===== config.mk =====
export PLATFORM = sky130hd
export DESIGN_NAME = arc_trip_breaker_failure_logic
export DESIGN_NICKNAME = d
export VERILOG_FILES = /design/src/rtl/arc_trip_pkg.sv /design/src/rtl/arc_trip_breaker_failure_logic.sv /design/src/rtl/tick_timer.sv
export VERILOG_INCLUDE_DIRS = /design/src /design/src/rtl
export SDC_FILE = /design/constraint.sdc
export NUM_CORES = 1
export LEC_CHECK = 0
export BUFFER_PORTS_ARGS = -buffer_cell sky130_fd_sc_hd__buf_2
export CAP_MARGIN = 0
export CORE_UTILIZATION = 30
export CTS_CLUSTER_SIZE = 24
export DETAILED_ROUTE_END_ITERATION = 8
export GPL_TIMING_DRIVEN = 0
export PLACE_DENSITY = 0.48
export SYNTH_ARGS = -nofsm -noshare
export SYNTH_HDL_FRONTEND = slang
export SYNTH_SLANG_ARGS = --single-unit

===== constraint.sdc =====
create_clock -name clk_sys -period 13.3 [get_ports clk_sys]
set_input_delay 0.665 -clock clk_sys [delete_from_list [all_inputs] [get_ports clk_sys]]
set_output_delay 0.665 -clock clk_sys [all_outputs]
set_load 0.1 [all_outputs]

===== src/rtl/arc_trip_params.svh =====
`ifndef ARC_TRIP_PARAMS_SVH
`define ARC_TRIP_PARAMS_SVH

// ****************************************************************
// Clock and tick
// ****************************************************************
`define CLK_RATE_MHZ         200
`define TICK_PERIOD_US       1000
`define TICK_CYCLES          (`CLK_RATE_MHZ * `TICK_PERIOD_US)

// ****************************************************************
// Delays
// ****************************************************************
`define BF_DELAY_SHORT_MS    100
`define BF_DELAY_LONG_MS     150
`define BF_DELAY_SHORT_TICKS (`BF_DELAY_SHORT_MS * 1000 / `TICK_PERIOD_US)
`define BF_DELAY_LONG_TICKS  (`BF_DELAY_LONG_MS * 1000 / `TICK_PERIOD_US)
`define UNBAL_DELAY_S        10
`define UNBAL_DELAY_TICKS    (`UNBAL_DELAY_S * 1000000 / `TICK_PERIOD_US)
`define WDOG_TIMEOUT_MS      50
`define WDOG_TIMEOUT_TICKS   (`WDOG_TIMEOUT_MS * 1000 / `TICK_PERIOD_US)
`define ARC_OPERATE_MS       7

// ****************************************************************
// Unbalance threshold
// ****************************************************************
`define DEVIATION_PERCENT    90
`define DEVIATION_SCALE      (100 / (100 - `DEVIATION_PERCENT))

// ****************************************************************
// Widths and positions of synchronised pins
// ****************************************************************
`define ZONE_COUNT           4
`define TIMER_WIDTH          14
`define SYNC_WIDTH           18
`define SY_ZONE_LSB          0
`define SY_FAULT_LSB         4
`define SY_OC_LOCAL          8
`define SY_IO_IND            9
`define SY_ARC_IN_ONE        10
`define SY_ARC_IN_TWO        11
`define SY_OC_LINK_IN        12
`define SY_SUPPLY_OK         13
`define SY_LATCH_SW          14
`define SY_LIGHT_ONLY_SW     15
`define SY_BF_ENABLE_SW      16
`define SY_BF_DELAY_SW       17

// ****************************************************************
// Reset values
// ****************************************************************
`define TIMER_COUNT_RESET    14'h0000
`define SYNC_RESET           18'h00000

`endif


===== src/rtl/arc_trip_pkg.sv =====
`include "arc_trip_params.svh"

package arc_trip_pkg;

  typedef enum logic [1:0] {
    SUP_RUN,
    SUP_RESTART,
    SUP_RETRY,
    SUP_FAILED
  } supervision_state_t;

  typedef struct packed {
    logic [`TIMER_WIDTH-1:0] count;
    logic                    expired;
  } timer_state_t;

  typedef struct packed {
    logic [`SYNC_WIDTH-1:0] sync1;
    logic [`SYNC_WIDTH-1:0] sync2;
    logic [17:0]            tickCount;
    logic                   tick;
    logic                   latchOne;
    logic                   latchTwo;
    logic                   bfLocal;
    logic                   bfRemote;
    supervision_state_t     supState;
    logic [3:0]             trip;
    logic                   arcAlarm;
    logic                   arcOutOne;
    logic                   arcOutTwo;
    logic                   ocLinkOeN;
    logic                   unbalanceAlarm;
    logic                   controllerFault;
    logic                   componentFault;
    logic                   faultRelay;
    logic                   restart;
  } trip_state_t;

endpackage


===== src/rtl/arc_trip_breaker_failure_logic.sv =====
`timescale 1ns/1ps


module arc_trip_breaker_failure_logic
  import arc_trip_pkg::*;
#(
  parameter int             TICK_CYCLES     = `TICK_CYCLES,
  parameter logic [3:0]     GROUP_ONE_ZONES = 4'h3,
  parameter logic [3:0]     GROUP_TWO_ZONES = 4'hC
)
(
  input  wire logic         clk_sys,
  input  wire logic         reset_n,
  input  wire logic         clkEn,
  input  wire logic [3:0]   lightZone,
  input  wire logic [3:0]   sensorFault,
  input  wire logic         overcurrentLocal,
  input  wire logic         currentIoIndication,
  input  wire logic         arc_in_group_one,
  input  wire logic         arc_in_group_two,
  input  wire logic         overcurrent_link_signal_in,
  input  wire logic         supplyValid,
  input  wire logic         latchSwitch,
  input  wire logic         lightOnlySwitch,
  input  wire logic         breaker_failure_enable_switch,
  input  wire logic         breaker_failure_delay_switch,
  input  wire logic         tripReset,
  input  wire logic         watchdogKick,
  input  wire logic [7:0]   pickupSetOuter,
  input  wire logic [7:0]   pickupSetMiddle,
  input  wire logic [7:0]   phaseMagL1,
  input  wire logic [7:0]   phaseMagL2,
  input  wire logic [7:0]   phaseMagL3,
  output logic [3:0]        tripRelay,
  output logic              arcAlarm,
  output logic              arc_out_group_one,
  output logic              arc_out_group_two,
  output logic              overcurrent_link_signal_out,
  output logic              overcurrentLinkOeN,
  output logic              unbalanceAlarm,
  output logic              controllerFaultAlarm,
  output logic              componentFaultAlarm,
  output logic              self_supervision_fault_relay,
  output logic              controllerRestart
);

  // ****************************************************************
  // State and timers
  // ****************************************************************
  trip_state_t             state_reg;
  trip_state_t             state_next;
  logic [2:0]              timerRun;
  logic [2:0]              timerExpired;
  logic [`TIMER_WIDTH-1:0] timerLimit [3];

  logic [`SYNC_WIDTH-1:0]  pinVector;
  logic [`SYNC_WIDTH-1:0]  pins;
  logic [3:0]              validZones;
  logic                    anyZone;
  logic                    ocLocal;
  logic                    ocRemote;
  logic                    ocAny;
  logic                    groupOneLight;
  logic                    groupTwoLight;
  logic                    activeOne;
  logic                    activeTwo;
  logic                    latchAllowed;
  logic                    bfEnabled;
  logic                    primaryTrip;
  logic                    twoPhase;
  logic [7:0]              magMax;
  logic [7:0]              magMin;
  logic [7:0]              setMax;
  logic [7:0]              setMin;
  logic                    deviationHigh;

  assign pinVector = {breaker_failure_delay_switch, breaker_failure_enable_switch, lightOnlySwitch,
                      latchSwitch, supplyValid, overcurrent_link_signal_in, arc_in_group_two,
                      arc_in_group_one, currentIoIndication, overcurrentLocal, sensorFault, lightZone};

  // The timers hold the breaker-failure, unbalance and watchdog delays.
  genvar gi;
  generate
    for (gi = 0; gi < 3; gi++) begin : gTimer
      tick_timer uTimer (
        .clk_sys (clk_sys),
        .reset_n (reset_n),
        .clkEn   (clkEn),
        .tick    (state_reg.tick),
        .run     (timerRun[gi]),
        .limit   (timerLimit[gi]),
        .expired (timerExpired[gi])
      );
    end
  endgenerate

  // ****************************************************************
  // Criteria from synchronised pins
  // ****************************************************************
  always_comb begin
    pins          = state_reg.sync2;
    validZones    = pins[`SY_ZONE_LSB +: 4] & ~pins[`SY_FAULT_LSB +: 4];
    anyZone       = |validZones;
    ocLocal       = pins[`SY_OC_LOCAL];
    // The link carries levels only, so no address is decoded.
    ocRemote      = pins[`SY_OC_LINK_IN] | pins[`SY_IO_IND];
    ocAny         = ocLocal | ocRemote;
    groupOneLight = |(validZones & GROUP_ONE_ZONES) | pins[`SY_ARC_IN_ONE];
    groupTwoLight = |(validZones & GROUP_TWO_ZONES) | pins[`SY_ARC_IN_TWO];
    activeOne     = groupOneLight && (ocAny || pins[`SY_LIGHT_ONLY_SW]);
    activeTwo     = groupTwoLight && (ocAny || pins[`SY_LIGHT_ONLY_SW]);
    latchAllowed  = !pins[`SY_LATCH_SW] && (state_reg.supState != SUP_FAILED);
    bfEnabled     = !pins[`SY_BF_ENABLE_SW];
    primaryTrip   = state_reg.trip[0] | state_reg.trip[2];
  end

  // ****************************************************************
  // Unbalance measurement
  // ****************************************************************
  always_comb begin
    setMax   = (pickupSetOuter > pickupSetMiddle) ? pickupSetOuter : pickupSetMiddle;
    setMin   = (pickupSetOuter > pickupSetMiddle) ? pickupSetMiddle : pickupSetOuter;
    // Settings far apart mean only the outer phases are wired.
    twoPhase = ({4'h0, setMin} * 12'(`DEVIATION_SCALE)) < {4'h0, setMax};
    magMax   = (phaseMagL1 > phaseMagL3) ? phaseMagL1 : phaseMagL3;
    magMin   = (phaseMagL1 > phaseMagL3) ? phaseMagL3 : phaseMagL1;
    if (!twoPhase) begin
      if (phaseMagL2 > magMax) begin
        magMax = phaseMagL2;
      end
      if (phaseMagL2 < magMin) begin
        magMin = phaseMagL2;
      end
    end
    deviationHigh = ({4'h0, magMin} * 12'(`DEVIATION_SCALE)) < {4'h0, magMax};
  end

  // ****************************************************************
  // Timer control
  // ****************************************************************
  always_comb begin
    timerRun[0]   = bfEnabled && primaryTrip;
    timerLimit[0] = pins[`SY_BF_DELAY_SW] ? `TIMER_WIDTH'(`BF_DELAY_LONG_TICKS)
                                          : `TIMER_WIDTH'(`BF_DELAY_SHORT_TICKS);
    timerRun[1]   = deviationHigh;
    timerLimit[1] = `TIMER_WIDTH'(`UNBAL_DELAY_TICKS);
    timerRun[2]   = !watchdogKick && (state_reg.supState == SUP_RUN || state_reg.supState == SUP_RETRY);
    timerLimit[2] = `TIMER_WIDTH'(`WDOG_TIMEOUT_TICKS);
  end

  // ****************************************************************
  // Next state
  // ****************************************************************
  always_comb begin
    state_next       = state_reg;
    state_next.sync1 = pinVector;
    state_next.sync2 = state_reg.sync1;

    state_next.tick = 1'b0;
    if (state_reg.tickCount == 18'(TICK_CYCLES - 1)) begin
      state_next.tickCount = 18'h00000;
      state_next.tick      = 1'b1;
    end else begin
      state_next.tickCount = state_reg.tickCount + 18'h00001;
    end

    // A reset request loses to a new activation so no trip is dropped.
    if (tripReset || !latchAllowed) begin
      state_next.latchOne = 1'b0;
      state_next.latchTwo = 1'b0;
    end
    if (latchAllowed && activeOne) begin
      state_next.latchOne = 1'b1;
    end
    if (latchAllowed && activeTwo) begin
      state_next.latchTwo = 1'b1;
    end

    if (!primaryTrip || !bfEnabled) begin
      state_next.bfLocal  = 1'b0;
      state_next.bfRemote = 1'b0;
    end else if (timerExpired[0]) begin
      if (ocLocal && anyZone) begin
        state_next.bfLocal = 1'b1;
      end
      if (ocRemote && anyZone) begin
        state_next.bfRemote = 1'b1;
      end
    end

    state_next.restart = 1'b0;
    case (state_reg.supState)
      SUP_RUN: begin
        if (timerExpired[2] && !watchdogKick) begin
          state_next.supState = SUP_RESTART;
        end
      end
      SUP_RESTART: begin
        state_next.restart  = 1'b1;
        state_next.supState = SUP_RETRY;
      end
      SUP_RETRY: begin
        if (watchdogKick) begin
          state_next.supState = SUP_RUN;
        end else if (timerExpired[2]) begin
          state_next.supState = SUP_FAILED;
        end
      end
      SUP_FAILED: begin
        state_next.supState = SUP_FAILED;
      end
      default: begin
        state_next.supState = SUP_FAILED;
      end
    endcase

    // Activation passes in three clock cycles, far inside the operating time.
    state_next.trip[0] = activeOne || state_next.latchOne;
    state_next.trip[2] = activeTwo || state_next.latchTwo;
    state_next.trip[1] = bfEnabled ? state_next.bfLocal : state_next.trip[0];
    state_next.trip[3] = bfEnabled ? state_next.bfRemote : state_next.trip[2];

    state_next.arcAlarm        = state_next.trip[0] | state_next.trip[2];
    state_next.arcOutOne       = |(validZones & GROUP_ONE_ZONES);
    state_next.arcOutTwo       = |(validZones & GROUP_TWO_ZONES);
    state_next.ocLinkOeN       = !ocLocal;
    state_next.unbalanceAlarm  = timerExpired[1];
    state_next.controllerFault = (state_next.supState == SUP_FAILED);
    state_next.componentFault  = |pins[`SY_FAULT_LSB +: 4];
    // The relay is energised in health, so a dead supply drops it.
    state_next.faultRelay      = pins[`SY_SUPPLY_OK] && !state_next.controllerFault;
  end

  always_ff @(posedge clk_sys) begin
    if (!reset_n) begin
      state_reg          <= '0;
      state_reg.supState <= SUP_RUN;
      state_reg.ocLinkOeN <= 1'b1;
    end else if (clkEn) begin
      state_reg <= state_next;
    end
  end

  // ****************************************************************
  // Outputs
  // ****************************************************************
  assign tripRelay                    = state_reg.trip;
  assign arcAlarm                     = state_reg.arcAlarm;
  assign arc_out_group_one            = state_reg.arcOutOne;
  assign arc_out_group_two            = state_reg.arcOutTwo;
  assign overcurrent_link_signal_out  = 1'b1;
  assign overcurrentLinkOeN           = state_reg.ocLinkOeN;
  assign unbalanceAlarm               = state_reg.unbalanceAlarm;
  assign controllerFaultAlarm         = state_reg.controllerFault;
  assign componentFaultAlarm          = state_reg.componentFault;
  assign self_supervision_fault_relay = state_reg.faultRelay;
  assign controllerRestart            = state_reg.restart;

endmodule


===== src/rtl/tick_timer.sv =====
`timescale 1ns/1ps

module tick_timer
  import arc_trip_pkg::*;
(
  input  wire logic                    clk_sys,
  input  wire logic                    reset_n,
  input  wire logic                    clkEn,
  input  wire logic                    tick,
  input  wire logic                    run,
  input  wire logic [`TIMER_WIDTH-1:0] limit,
  output logic                         expired
);

  timer_state_t state_reg;
  timer_state_t state_next;

  always_comb begin
    state_next = state_reg;
    if (!run) begin
      state_next.count = `TIMER_COUNT_RESET;
    end else if (tick && state_reg.count < limit) begin
      state_next.count = state_reg.count + `TIMER_WIDTH'(1);
    end
    state_next.expired = run && (state_next.count >= limit);
  end

  always_ff @(posedge clk_sys) begin
    if (!reset_n) begin
      state_reg <= '0;
    end else if (clkEn) begin
      state_reg <= state_next;
    end
  end

  assign expired = state_reg.expired;

endmodule


==> results of run 1 <==
==> metal layers <==
layer / wire (um) / track usage (%)
met5: 0 / 0
met4: 157 / 4.376
met3: 602 / 2.743
met2: 8786 / 25.10
met1: 9569 / 19.60
==> cells in the final DEF, fill, tap and decap left out, drive strengths merged, types with 5 or more instances in the layout <==
cell and n:
xnor2 21, a21o 12, xor2 20, o22ai 8, o21ai 51, ha 78, mux2i 59, a21boi 6
clkbuf 44, nand4 11, nor2 82, a31oi 7, a211oi 5, and2 23, buf 90, bufinv 6
nand2 68, a21oi 50, dfxtp 119, inv 50, nor4 9, o21a 8, nor2b 66, and3 13
nand3 38, a22oi 7, nor3 11
==> final cells by class <==
class	count	area, sq um
diodes	2	5.005
plain buffers	38	172.7
clock buffers	21	470.5
clock inverters	11	216.5
fillers	2684	16050
inverters	48	180.2
multi-input cells	719	5060
flip-flops and latches	119	2382
well taps	330	412.9
repair buffers	75	375.4
==> cells by family (layout without fill, tap and decap cells) <==
| group | count (synthesis) | count (layout) | share of synthesized area [%] |
|---|---|---|---|
| and+or+nand+nor | 347 | 347 | 22.87 |
| AOI/OAI and AO/OA | 189 | 189 | 16.44 |
| other | 1 | 3 | 0.04811 |
| DFF | 119 | 119 | 30.56 |
| adders and majority gates | 80 | 80 | 13.03 |
| xor gates and xnor gates | 41 | 41 | 4.607 |
| buffers and inverters | 86 | 193 | 4.526 |
| muxes | 61 | 61 | 7.913 |
==> stage by stage <==
stage                     std cells  power [mW]  utilization [%]  worst slack [ns]  cell area, sq um
final                          1363       1.235            36.62             4.984              9275
after global placement         1329      0.7089            33.89             4.525              8583
after detailed placement       1329      0.7095            33.89             4.548              8583
after CTS                      1361       1.250            36.60             4.963              9270
after floorplan                 924      0.6300                -             5.672              7795
after global routing           1361       1.312            36.60             4.297              9270
==> worst max-delay path by stage <==
| stage | startpoint | endpoint | cells after the start |
|---|---|---|---|
| 3_3_place_gp | pickupSetMiddle[7] | gTimer[1].uTimer.state_reg[7] | 37 |
| 4_1_cts | pickupSetMiddle[7] | gTimer[1].uTimer.state_reg[4] | 36 |
| 6_report | pickupSetMiddle[7] | gTimer[1].uTimer.state_reg[6] | 36 |
| 5_1_grt | pickupSetMiddle[7] | gTimer[1].uTimer.state_reg[3] | 37 |
| 2_1_floorplan | pickupSetMiddle[1] | gTimer[1].uTimer.state_reg[12] | 35 |
| 3_5_place_dp | pickupSetMiddle[7] | gTimer[1].uTimer.state_reg[10] | 36 |
==> power by group <==
| part | leakage, nW | switching, mW | internal [mW] | total [mW] |
|---|---|---|---|---|
| clock network | 0.338 | 0.168 | 0.367 | 0.536 |
| logic | 2.65 | 0.187 | 0.143 | 0.330 |
| registers | 0.965 | 0.00520 | 0.364 | 0.369 |
==> impl_metrics.json, run 1 <==
{
  "worst_r2r_endpoint": "gTimer[0].uTimer.expired",
  "fp-row-count": 58,
  "skew_ns": 0.006392,
  "path_delay_family": "compound AO/OA/AOI/OAI gates",
  "crit_top_cell": "ha_1",
  "p_per_area_nw_per_um2": 133.1,
  "dr.pass1.iters": 4,
  "synth_top_flop_cell": "dfxtp_1",
  "drcViolationCount": 0,
  "synth_edf_count": 0,
  "synthCells": 924,
  "endpoint_kind": "flip-flop",
  "synthTopCellsByArea": "dfxtp_1, ha_1, mux2i_1",
  "path_clk_slew_ns": 0.05,
  "maxSlewViolCount": 0,
  "ant_nets": 0,
  "yosysUniqueCellTypes": 72,
  "htreeDepth": 4,
  "cts_resized": 0,
  "die_w_um": 163.2,
  "io_pins": 77,
  "ys_seq_area_share_pct": 30.56,
  "overflow": 0,
  "slowest_stage": "or4_1",
  "post_cts_buffers": 0,
  "period_share_pct": 62.52,
  "cts_buffer_depth": 2,
  "crit_required_ns": 13.64,
  "yosysMostFrequentCell": "dfxtp_1",
  "setup_viol": 0,
  "clock_latency_ns": 0.41,
  "worstHoldPathCells": 1,
  "fin_nets": 1161,
  "maxSlewHeadroom_pct": 46.08,
  "layout_min_cycle_time_ns": 8.316,
  "fp.dieH_um": 163.2,
  "start_util_pct": 30.78,
  "syn_avg_cell_area_sq_um": 8.436,
  "worst_setup_path_start_kind": "primary input",
  "cts_tree": "done",
  "vias": 6525,
  "rr_worst_depth": 13,
  "largest_reg_flops": 42,
  "drtIter0Drc": 213,
  "post-dp-hpwl_mm": 14.72,
  "routed_wirelength_mm": 19.12,
  "syn_nets": 1067,
  "synth_top_area_share_pct": 30.56,
  "grt_usage_pct": 15.04,
  "ctsHoldBuffers": 0,
  "setup_tns_ns": 0,
  "routabilityCongestion": 0.8023,
  "status": "finished, final reports clean",
  "r2r_start": "pins[17]",
  "max_stage_delay_ns": 0.55,
  "cts_root_buf": "clkbuf_16",
  "tightest_slew_ns": 0.8017,
  "fmax_ghz": 0.1203,
  "synthArstFlopShare_pct": 0,
  "syn_to_final_growth_pct": 18.99,
  "grt_pass1_wl_mm": 31.62,
  "arrival_ns": 8.66,
  "whs_ns": 0.4576,
  "grt_pass1_vias": 6274,
  "grt_max_degree": 17,
  "leakage_nw": 3.956,
  "coreArea_sq_um": 25330,
  "max_cap_violations": 0,
  "fp.dieArea_sq_um": 26630,
  "synthTopCellsByCount": "dfxtp_1, nor2_1, ha_1, nand2_1, nor2b_1",
  "reg2reg_slack_ns": 9.58,
  "rsz0062_at_grt": "false",
  "min_from": "gTimer[2].uTimer.state_reg[9]",
  "worst-setup-path-type": "in -> reg",
  "portBuffers": 75,
  "yosys_warnings": 0,
  "cp_max_fo": 10,
  "vias_per_cell": 4.787,
  "clock_sinks": 119,
  "syn_area_sq_um": 7795,
  "hold_viol": 0,
  "hold_path_end": "gTimer[2].uTimer.state_reg[9]",
  "ys_seq_elements": 119,
  "cts_buffers": 17,
  "ir_worst_vdd_mv": 0.08832,
  "drive_gt1_share_pct": 13.29,
  "path_buf_inv": 8,
  "antenna_found_initial": 2,
  "yosysTopAreaCell": "dfxtp_1",
  "worstHoldPathType": "reg -> reg",
  "wire_per_inst_um": 14.02
}
(Power assumes the default switching activity.)
==> run 2, diff against run 1 <==
Clock period 13.3 ns to 8.05 ns, I/O delays scaled along.
==> run 2 against run 1 <==
Wire length hardly changed. Highest routed layer unchanged. Sequential share of layout area shrank 0.055 points. Core utilization is 0.079 points higher. Register-to-register slack lost 5.3 ns. Sequential power rose by 65%. Global-route usage unchanged. Worst hold slack got worse by 0.21 ns.
==> impl_metrics.json, run 2 (same netlist as run 1, synthesis figures left out) <==
{
  "layout_min_cycle_time_ns": 7.480,
  "worstHoldPathCells": 3,
  "leakage_nw": 3.964,
  "crit_required_ns": 8.39,
  "crit_top_cell": "ha_1",
  "start_util_pct": 30.78,
  "drtIter0Drc": 207,
  "place_area_sq_um": 8583,
  "slowest_stage": "or4_1",
  "wl_met2_mm": 8.800,
  "post-place-ws_ns": -0.4391,
  "largest_reg_flops": 42,
  "ctsHoldBuffers": 0,
  "grt_pass1_wl_mm": 31.62,
  "max_stage_delay_ns": 0.55,
  "skew_ns": 0.007236,
  "io_pins": 77,
  "fp-row-count": 58,
  "ir_worst_vdd_mv": 0.1464,
  "grt_pass1_vias": 6274,
  "status": "finished, final reports clean",
  "maxSlewHeadroom_pct": 46.07,
  "p_per_area_nw_per_um2": 219.8,
  "worst_setup_path_start_kind": "primary input",
  "routabilityCongestion": 0.8023,
  "drive_gt1_share_pct": 13.77,
  "drcViolationCount": 0,
  "min_from": "arc_in_group_two",
  "die_w_um": 163.2,
  "wire_per_inst_um": 14.04,
  "syn_to_final_growth_pct": 19.25,
  "cts_root_buf": "clkbuf_16",
  "clock_sinks": 119,
  "overflow": 0,
  "fmax_ghz": 0.1337,
  "worstHoldPathType": "in -> reg",
  "maxSlewViolCount": 0,
  "vias": 6522,
  "multiInputGateArea_sq_um": 5070,
  "path_clk_slew_ns": 0.06,
  "clock_latency_ns": 0.41,
  "vias_per_cell": 4.785,
  "rr_worst_depth": 13,
  "fin_util_pct": 36.70,
  "setup_viol": 0,
  "period_share_pct": 92.92,
  "ant_nets": 0,
  "antenna_found_initial": 2,
  "cts_buffer_depth": 2,
  "grt_usage_pct": 15.04,
  "tightest_slew_ns": 0.8017,
  "reg2reg_slack_ns": 4.32,
  "r2r_start": "pins[17]",
  "rsz0062_at_grt": "false",
  "coreArea_sq_um": 25330,
  "fill_cells": 2682,
  "hold_path_end": "state_next[49]",
  "cts_tree": "done",
  "fin_nets": 1161,
  "routed_wirelength_mm": 19.13,
  "worst_r2r_endpoint": "gTimer[0].uTimer.expired",
  "final_common_cell": "dfxtp_1",
  "hold_viol": 0,
  "layout_common_cells": "dfxtp_1, nor2_1, ha_1",
  "post-dp-hpwl_mm": 14.72,
  "htreeDepth": 4,
  "dr.pass1.iters": 4,
  "worst-setup-path-type": "in -> reg",
  "wl_met1_mm": 9.483,
  "fin_area_sq_um": 9295,
  "layout_setup_ws_ns": 0.5700,
  "portBuffers": 75,
  "highest_layer": "met4",
  "fp.dieH_um": 163.2,
  "max_cap_violations": 0,
  "grt_max_degree": 17,
  "fp.dieArea_sq_um": 26630,
  "arrival_ns": 7.82,
  "ff_latch_area_sq_um": 2382,
  "routed-wl-met3_um": 736,
  "cts_buffers": 17,
  "endpoint_kind": "flip-flop",
  "cp_max_fo": 10
}
==> run 2: area by class of cell <==
class / count / share of cell area (%)
Clock inverter: 11 / 2.329
Tap cell: 330 / 4.442
Sequential cell: 119 / 25.63
Timing Repair Buffer: 75 / 4.038
Buffer: 38 / 1.965
Multi-Input combinational cell: 719 / 54.54
Antenna cell: 2 / 0.05384
Clock buffer: 21 / 5.061
Inverter: 48 / 1.938
==> run 2: per-stage QoR <==
stage	TNS (ns)	cells	hold slack (ns)	power [mW]
after detailed placement	-5.660	1329	0.4459	1.172
after global routing	0	1361	0.2438	2.172
after CTS	0	1361	0.2258	2.066
final	0	1363	0.2473	2.043
after floorplan	0	924	0.4302	1.041
after global placement	-6.062	1329	0.4438	1.171
==> run 2: worst max-delay path by stage <==
stage / startpoint / end / slack [ns] / cells past startpoint
5_1_grt: pickupSetMiddle[7] / gTimer[1].uTimer.state_reg[3] / 0.01 / 37
4_1_cts: pickupSetMiddle[7] / gTimer[1].uTimer.state_reg[4] / 0.25 / 36
6_report: pickupSetMiddle[7] / gTimer[1].uTimer.state_reg[6] / 0.57 / 37
2_1_floorplan: pickupSetMiddle[1] / gTimer[1].uTimer.state_reg[12] / 0.68 / 35
3_5_place_dp: pickupSetMiddle[7] / gTimer[1].uTimer.state_reg[10] / -0.44 / 36
3_3_place_gp: pickupSetMiddle[7] / gTimer[1].uTimer.state_reg[7] / -0.46 / 37
==> run 2: timing repair <==
item / in CTS / in global routing
gates cloned: 0 / 0
gates resized for setup: 1 / 12
buffers inserted: 0 / 0
endpoints found under the setup margin: 10 / 15
==> run 2: worst max-delay path: cells and delay by family <==
| family | cells | cell delay [ns] |
|---|---|---|
| and+or+nand+nor | 9 | 1.58 |
| adders and majority gates | 8 | 2.14 |
| buffers and inverters | 7 | 1.13 |
| AOI/OAI and AO/OA | 11 | 2.26 |
| xor gates and xnor gates | 2 | 0.30 |
==> run 2: where the power goes <==
part | leakage [nW] | internal (mW) | switching (mW) | total (mW)
sequential | 0.965 | 0.601 | 0.00864 | 0.610
combinational | 2.66 | 0.239 | 0.309 | 0.549
clock | 0.338 | 0.607 | 0.277 | 0.884
==> run 2: routing by layer <==
metal / global-route usage, % / vias to the layer above
met2: 25.10 / 87
met1: 19.60 / 2958
met3: 2.743 / 6
met5: 0 / -
li1: - / 3471
met4: 4.376 / 0
==> run 3, diff against run 2 <==
Settings changed: BUFFER_PORTS_ARGS -buffer_cell sky130_fd_sc_hd__buf_2 to -buffer_cell sky130_fd_sc_hd__clkbuf_2.
==> run 3 against run 2 <==
Critical path depth is the same. Largest cell class unchanged. Sequential share of layout area is 0.19 points higher. Sequential power about the same. Wire length rose by 0.11%. Critical endpoint unchanged. Clock skew is essentially flat. First-iteration DRC count increased by 24%. Fmax is essentially flat. Power is 4.2% lower. Register-to-register slack better by 0.12 ns.
==> impl_metrics.json, run 3 (same netlist as run 1, synthesis figures left out) <==
{
  "coreArea_sq_um": 25330,
  "fin_nets": 1161,
  "post_cts_buffers": 0,
  "grt_max_degree": 17,
  "top_usage_layer": "met2",
  "cp_max_fo": 10,
  "largest_reg_flops": 42,
  "htreeDepth": 4,
  "p_switching_uw": 606.2,
  "drtIter0Drc": 256,
  "maxSlewViolCount": 0,
  "layout_common_cells": "dfxtp_1, nor2_1, ha_1",
  "final_common_cell": "dfxtp_1",
  "antenna_found_initial": 1,
  "path_buf_inv": 7,
  "vias_per_cell": 4.809,
  "use_met3_pct": 3.098,
  "grt_usage_pct": 15.27,
  "portBuffers": 75,
  "fp.dieH_um": 163.2,
  "start_util_pct": 30.78,
  "max_stage_delay_ns": 0.55,
  "diodes": 0,
  "p_per_area_nw_per_um2": 212.2,
  "cts_tree": "done",
  "ir_worst_vdd_mv": 0.1533,
  "endpoint_kind": "flip-flop",
  "routed_wirelength_mm": 19.15,
  "grt_pass1_wl_mm": 32.12,
  "hold_viol": 0,
  "ctsHoldBuffers": 0,
  "post-dp-hpwl_mm": 14.57,
  "clock_sinks": 119,
  "vias": 6545,
  "slowest_stage": "or4_1",
  "syn_to_final_growth_pct": 18.35,
  "crit_top_cell": "ha_1",
  "setup_tns_ns": 0,
  "fp.dieArea_sq_um": 26630,
  "cts_root_buf": "clkbuf_16",
  "comb_power_share_pct": 28.2,
  "p_int_mw": 1.351,
  "cts_buffer_depth": 2,
  "routabilityCongestion": 0.7974,
  "clock_latency_ns": 0.42,
  "setup_viol": 0,
  "skew_ns": 0.006844,
  "switching_share_pct": 30.96,
  "ant_nets": 0,
  "whs_ns": 0.2346,
  "path_delay_family": "compound AO/OA/AOI/OAI gates",
  "worst_setup_path_start_kind": "primary input",
  "period_share_pct": 92.86,
  "path_clk_slew_ns": 0.06,
  "grt_util_met2_pct": 25.17,
  "fmax_ghz": 0.1338,
  "tightest_slew_ns": 0.7996,
  "die_w_um": 163.2,
  "dr.pass1.iters": 4,
  "overflow": 0,
  "fp-row-count": 58,
  "arrival_ns": 7.83,
  "max_cap_violations": 0,
  "leakage_nw": 3.922,
  "worst-setup-path-type": "in -> reg",
  "maxSlewHeadroom_pct": 46.70,
  "drcViolationCount": 0,
  "io_pins": 77,
  "cts_buffers": 17,
  "seqPwrFrac_pct": 31.1,
  "status": "finished, final reports clean",
  "met1_usage_pct": 19.88,
  "grt_pass1_vias": 6332,
  "wire_per_inst_um": 14.07,
  "drive_gt1_share_pct": 13.87,
  "worstHoldPathType": "in -> reg",
  "p_clk_share_pct": 40.6,
  "layout_min_cycle_time_ns": 7.475,
  "crit_required_ns": 8.41
}
run 3: layout make-up:
| type | count | area (sq um) |
|---|---|---|
| fillers | 2577 | 16100 |
| multi-input cells | 719 | 5076 |
| flip-flops and latches | 119 | 2382 |
| clock buffers | 21 | 470.5 |
| well taps | 330 | 412.9 |
| repair buffers | 75 | 375.4 |
| plain buffers | 38 | 180.2 |
| inverters | 48 | 180.2 |
| clock inverters | 11 | 147.6 |
run 3: worst paths after layout:
check / cells after the start / start / slack, ns / to
setup / recovery: 37 / pickupSetMiddle[1] / 0.58 / gTimer[1].uTimer.state_reg[6]
setup reg to reg: 13 / pins[17] / 4.44 / gTimer[0].uTimer.expired
hold reg to reg: 1 / gTimer[0].uTimer.state_reg[14] / 0.46 / gTimer[0].uTimer.state_reg[14]
hold / removal: 3 / lightZone[3] / 0.23 / state_next[41]
run 3: timing repair:
item                                   CTS  global route
endpoints found under the hold margin    0             0
setup endpoints to repair               10            15
resized for setup                        1            11
run 3: stage by stage:
stage	instances	instance area [sq um]	setup WS (ns)	util, %	power [mW]
finish	1361	9225	0.5750	36.42	1.958
global route	1361	9225	-0.01176	36.42	2.086
CTS	1361	9203	0.2434	36.34	1.974
detailed placement	1329	8583	-0.4567	33.89	1.172
global placement	1329	8583	-0.5084	33.89	1.172
floorplan	924	7795	0.6846	-	1.041
run 3: worst reg2reg max path, cell delays in order (launching register included):
cell and delay (ns):
dfxtp_1 0.51, inv_1 0.16, ha_1 0.29, a21o_1 0.15
a21o_1 0.18, a21o_4 0.25, a2111oi_4 0.48, nand3_2 0.16
xor2_1 0.15, nor2_1 0.05, ha_1 0.32, a2111oi_0 0.36
o21ai_0 0.14, a211o_1 0.30
run 3: metal layers:
metal	share of wire (%)	vias up
li1	-	3458
met5	0	-
met2	45	85
met3	3.2	19
met4	1.3	0
met1	50	2983
run 3: power by group through the flow:
stage          clock network [mW]  registers (mW)  logic [mW]
6_report                    0.796           0.610       0.552
5_1_grt                     0.840           0.611       0.635
4_1_cts                     0.811           0.610       0.553
3_5_place_dp                    0           0.622       0.549
3_3_place_gp                    0           0.622       0.550
2_1_floorplan                   0           0.628       0.412
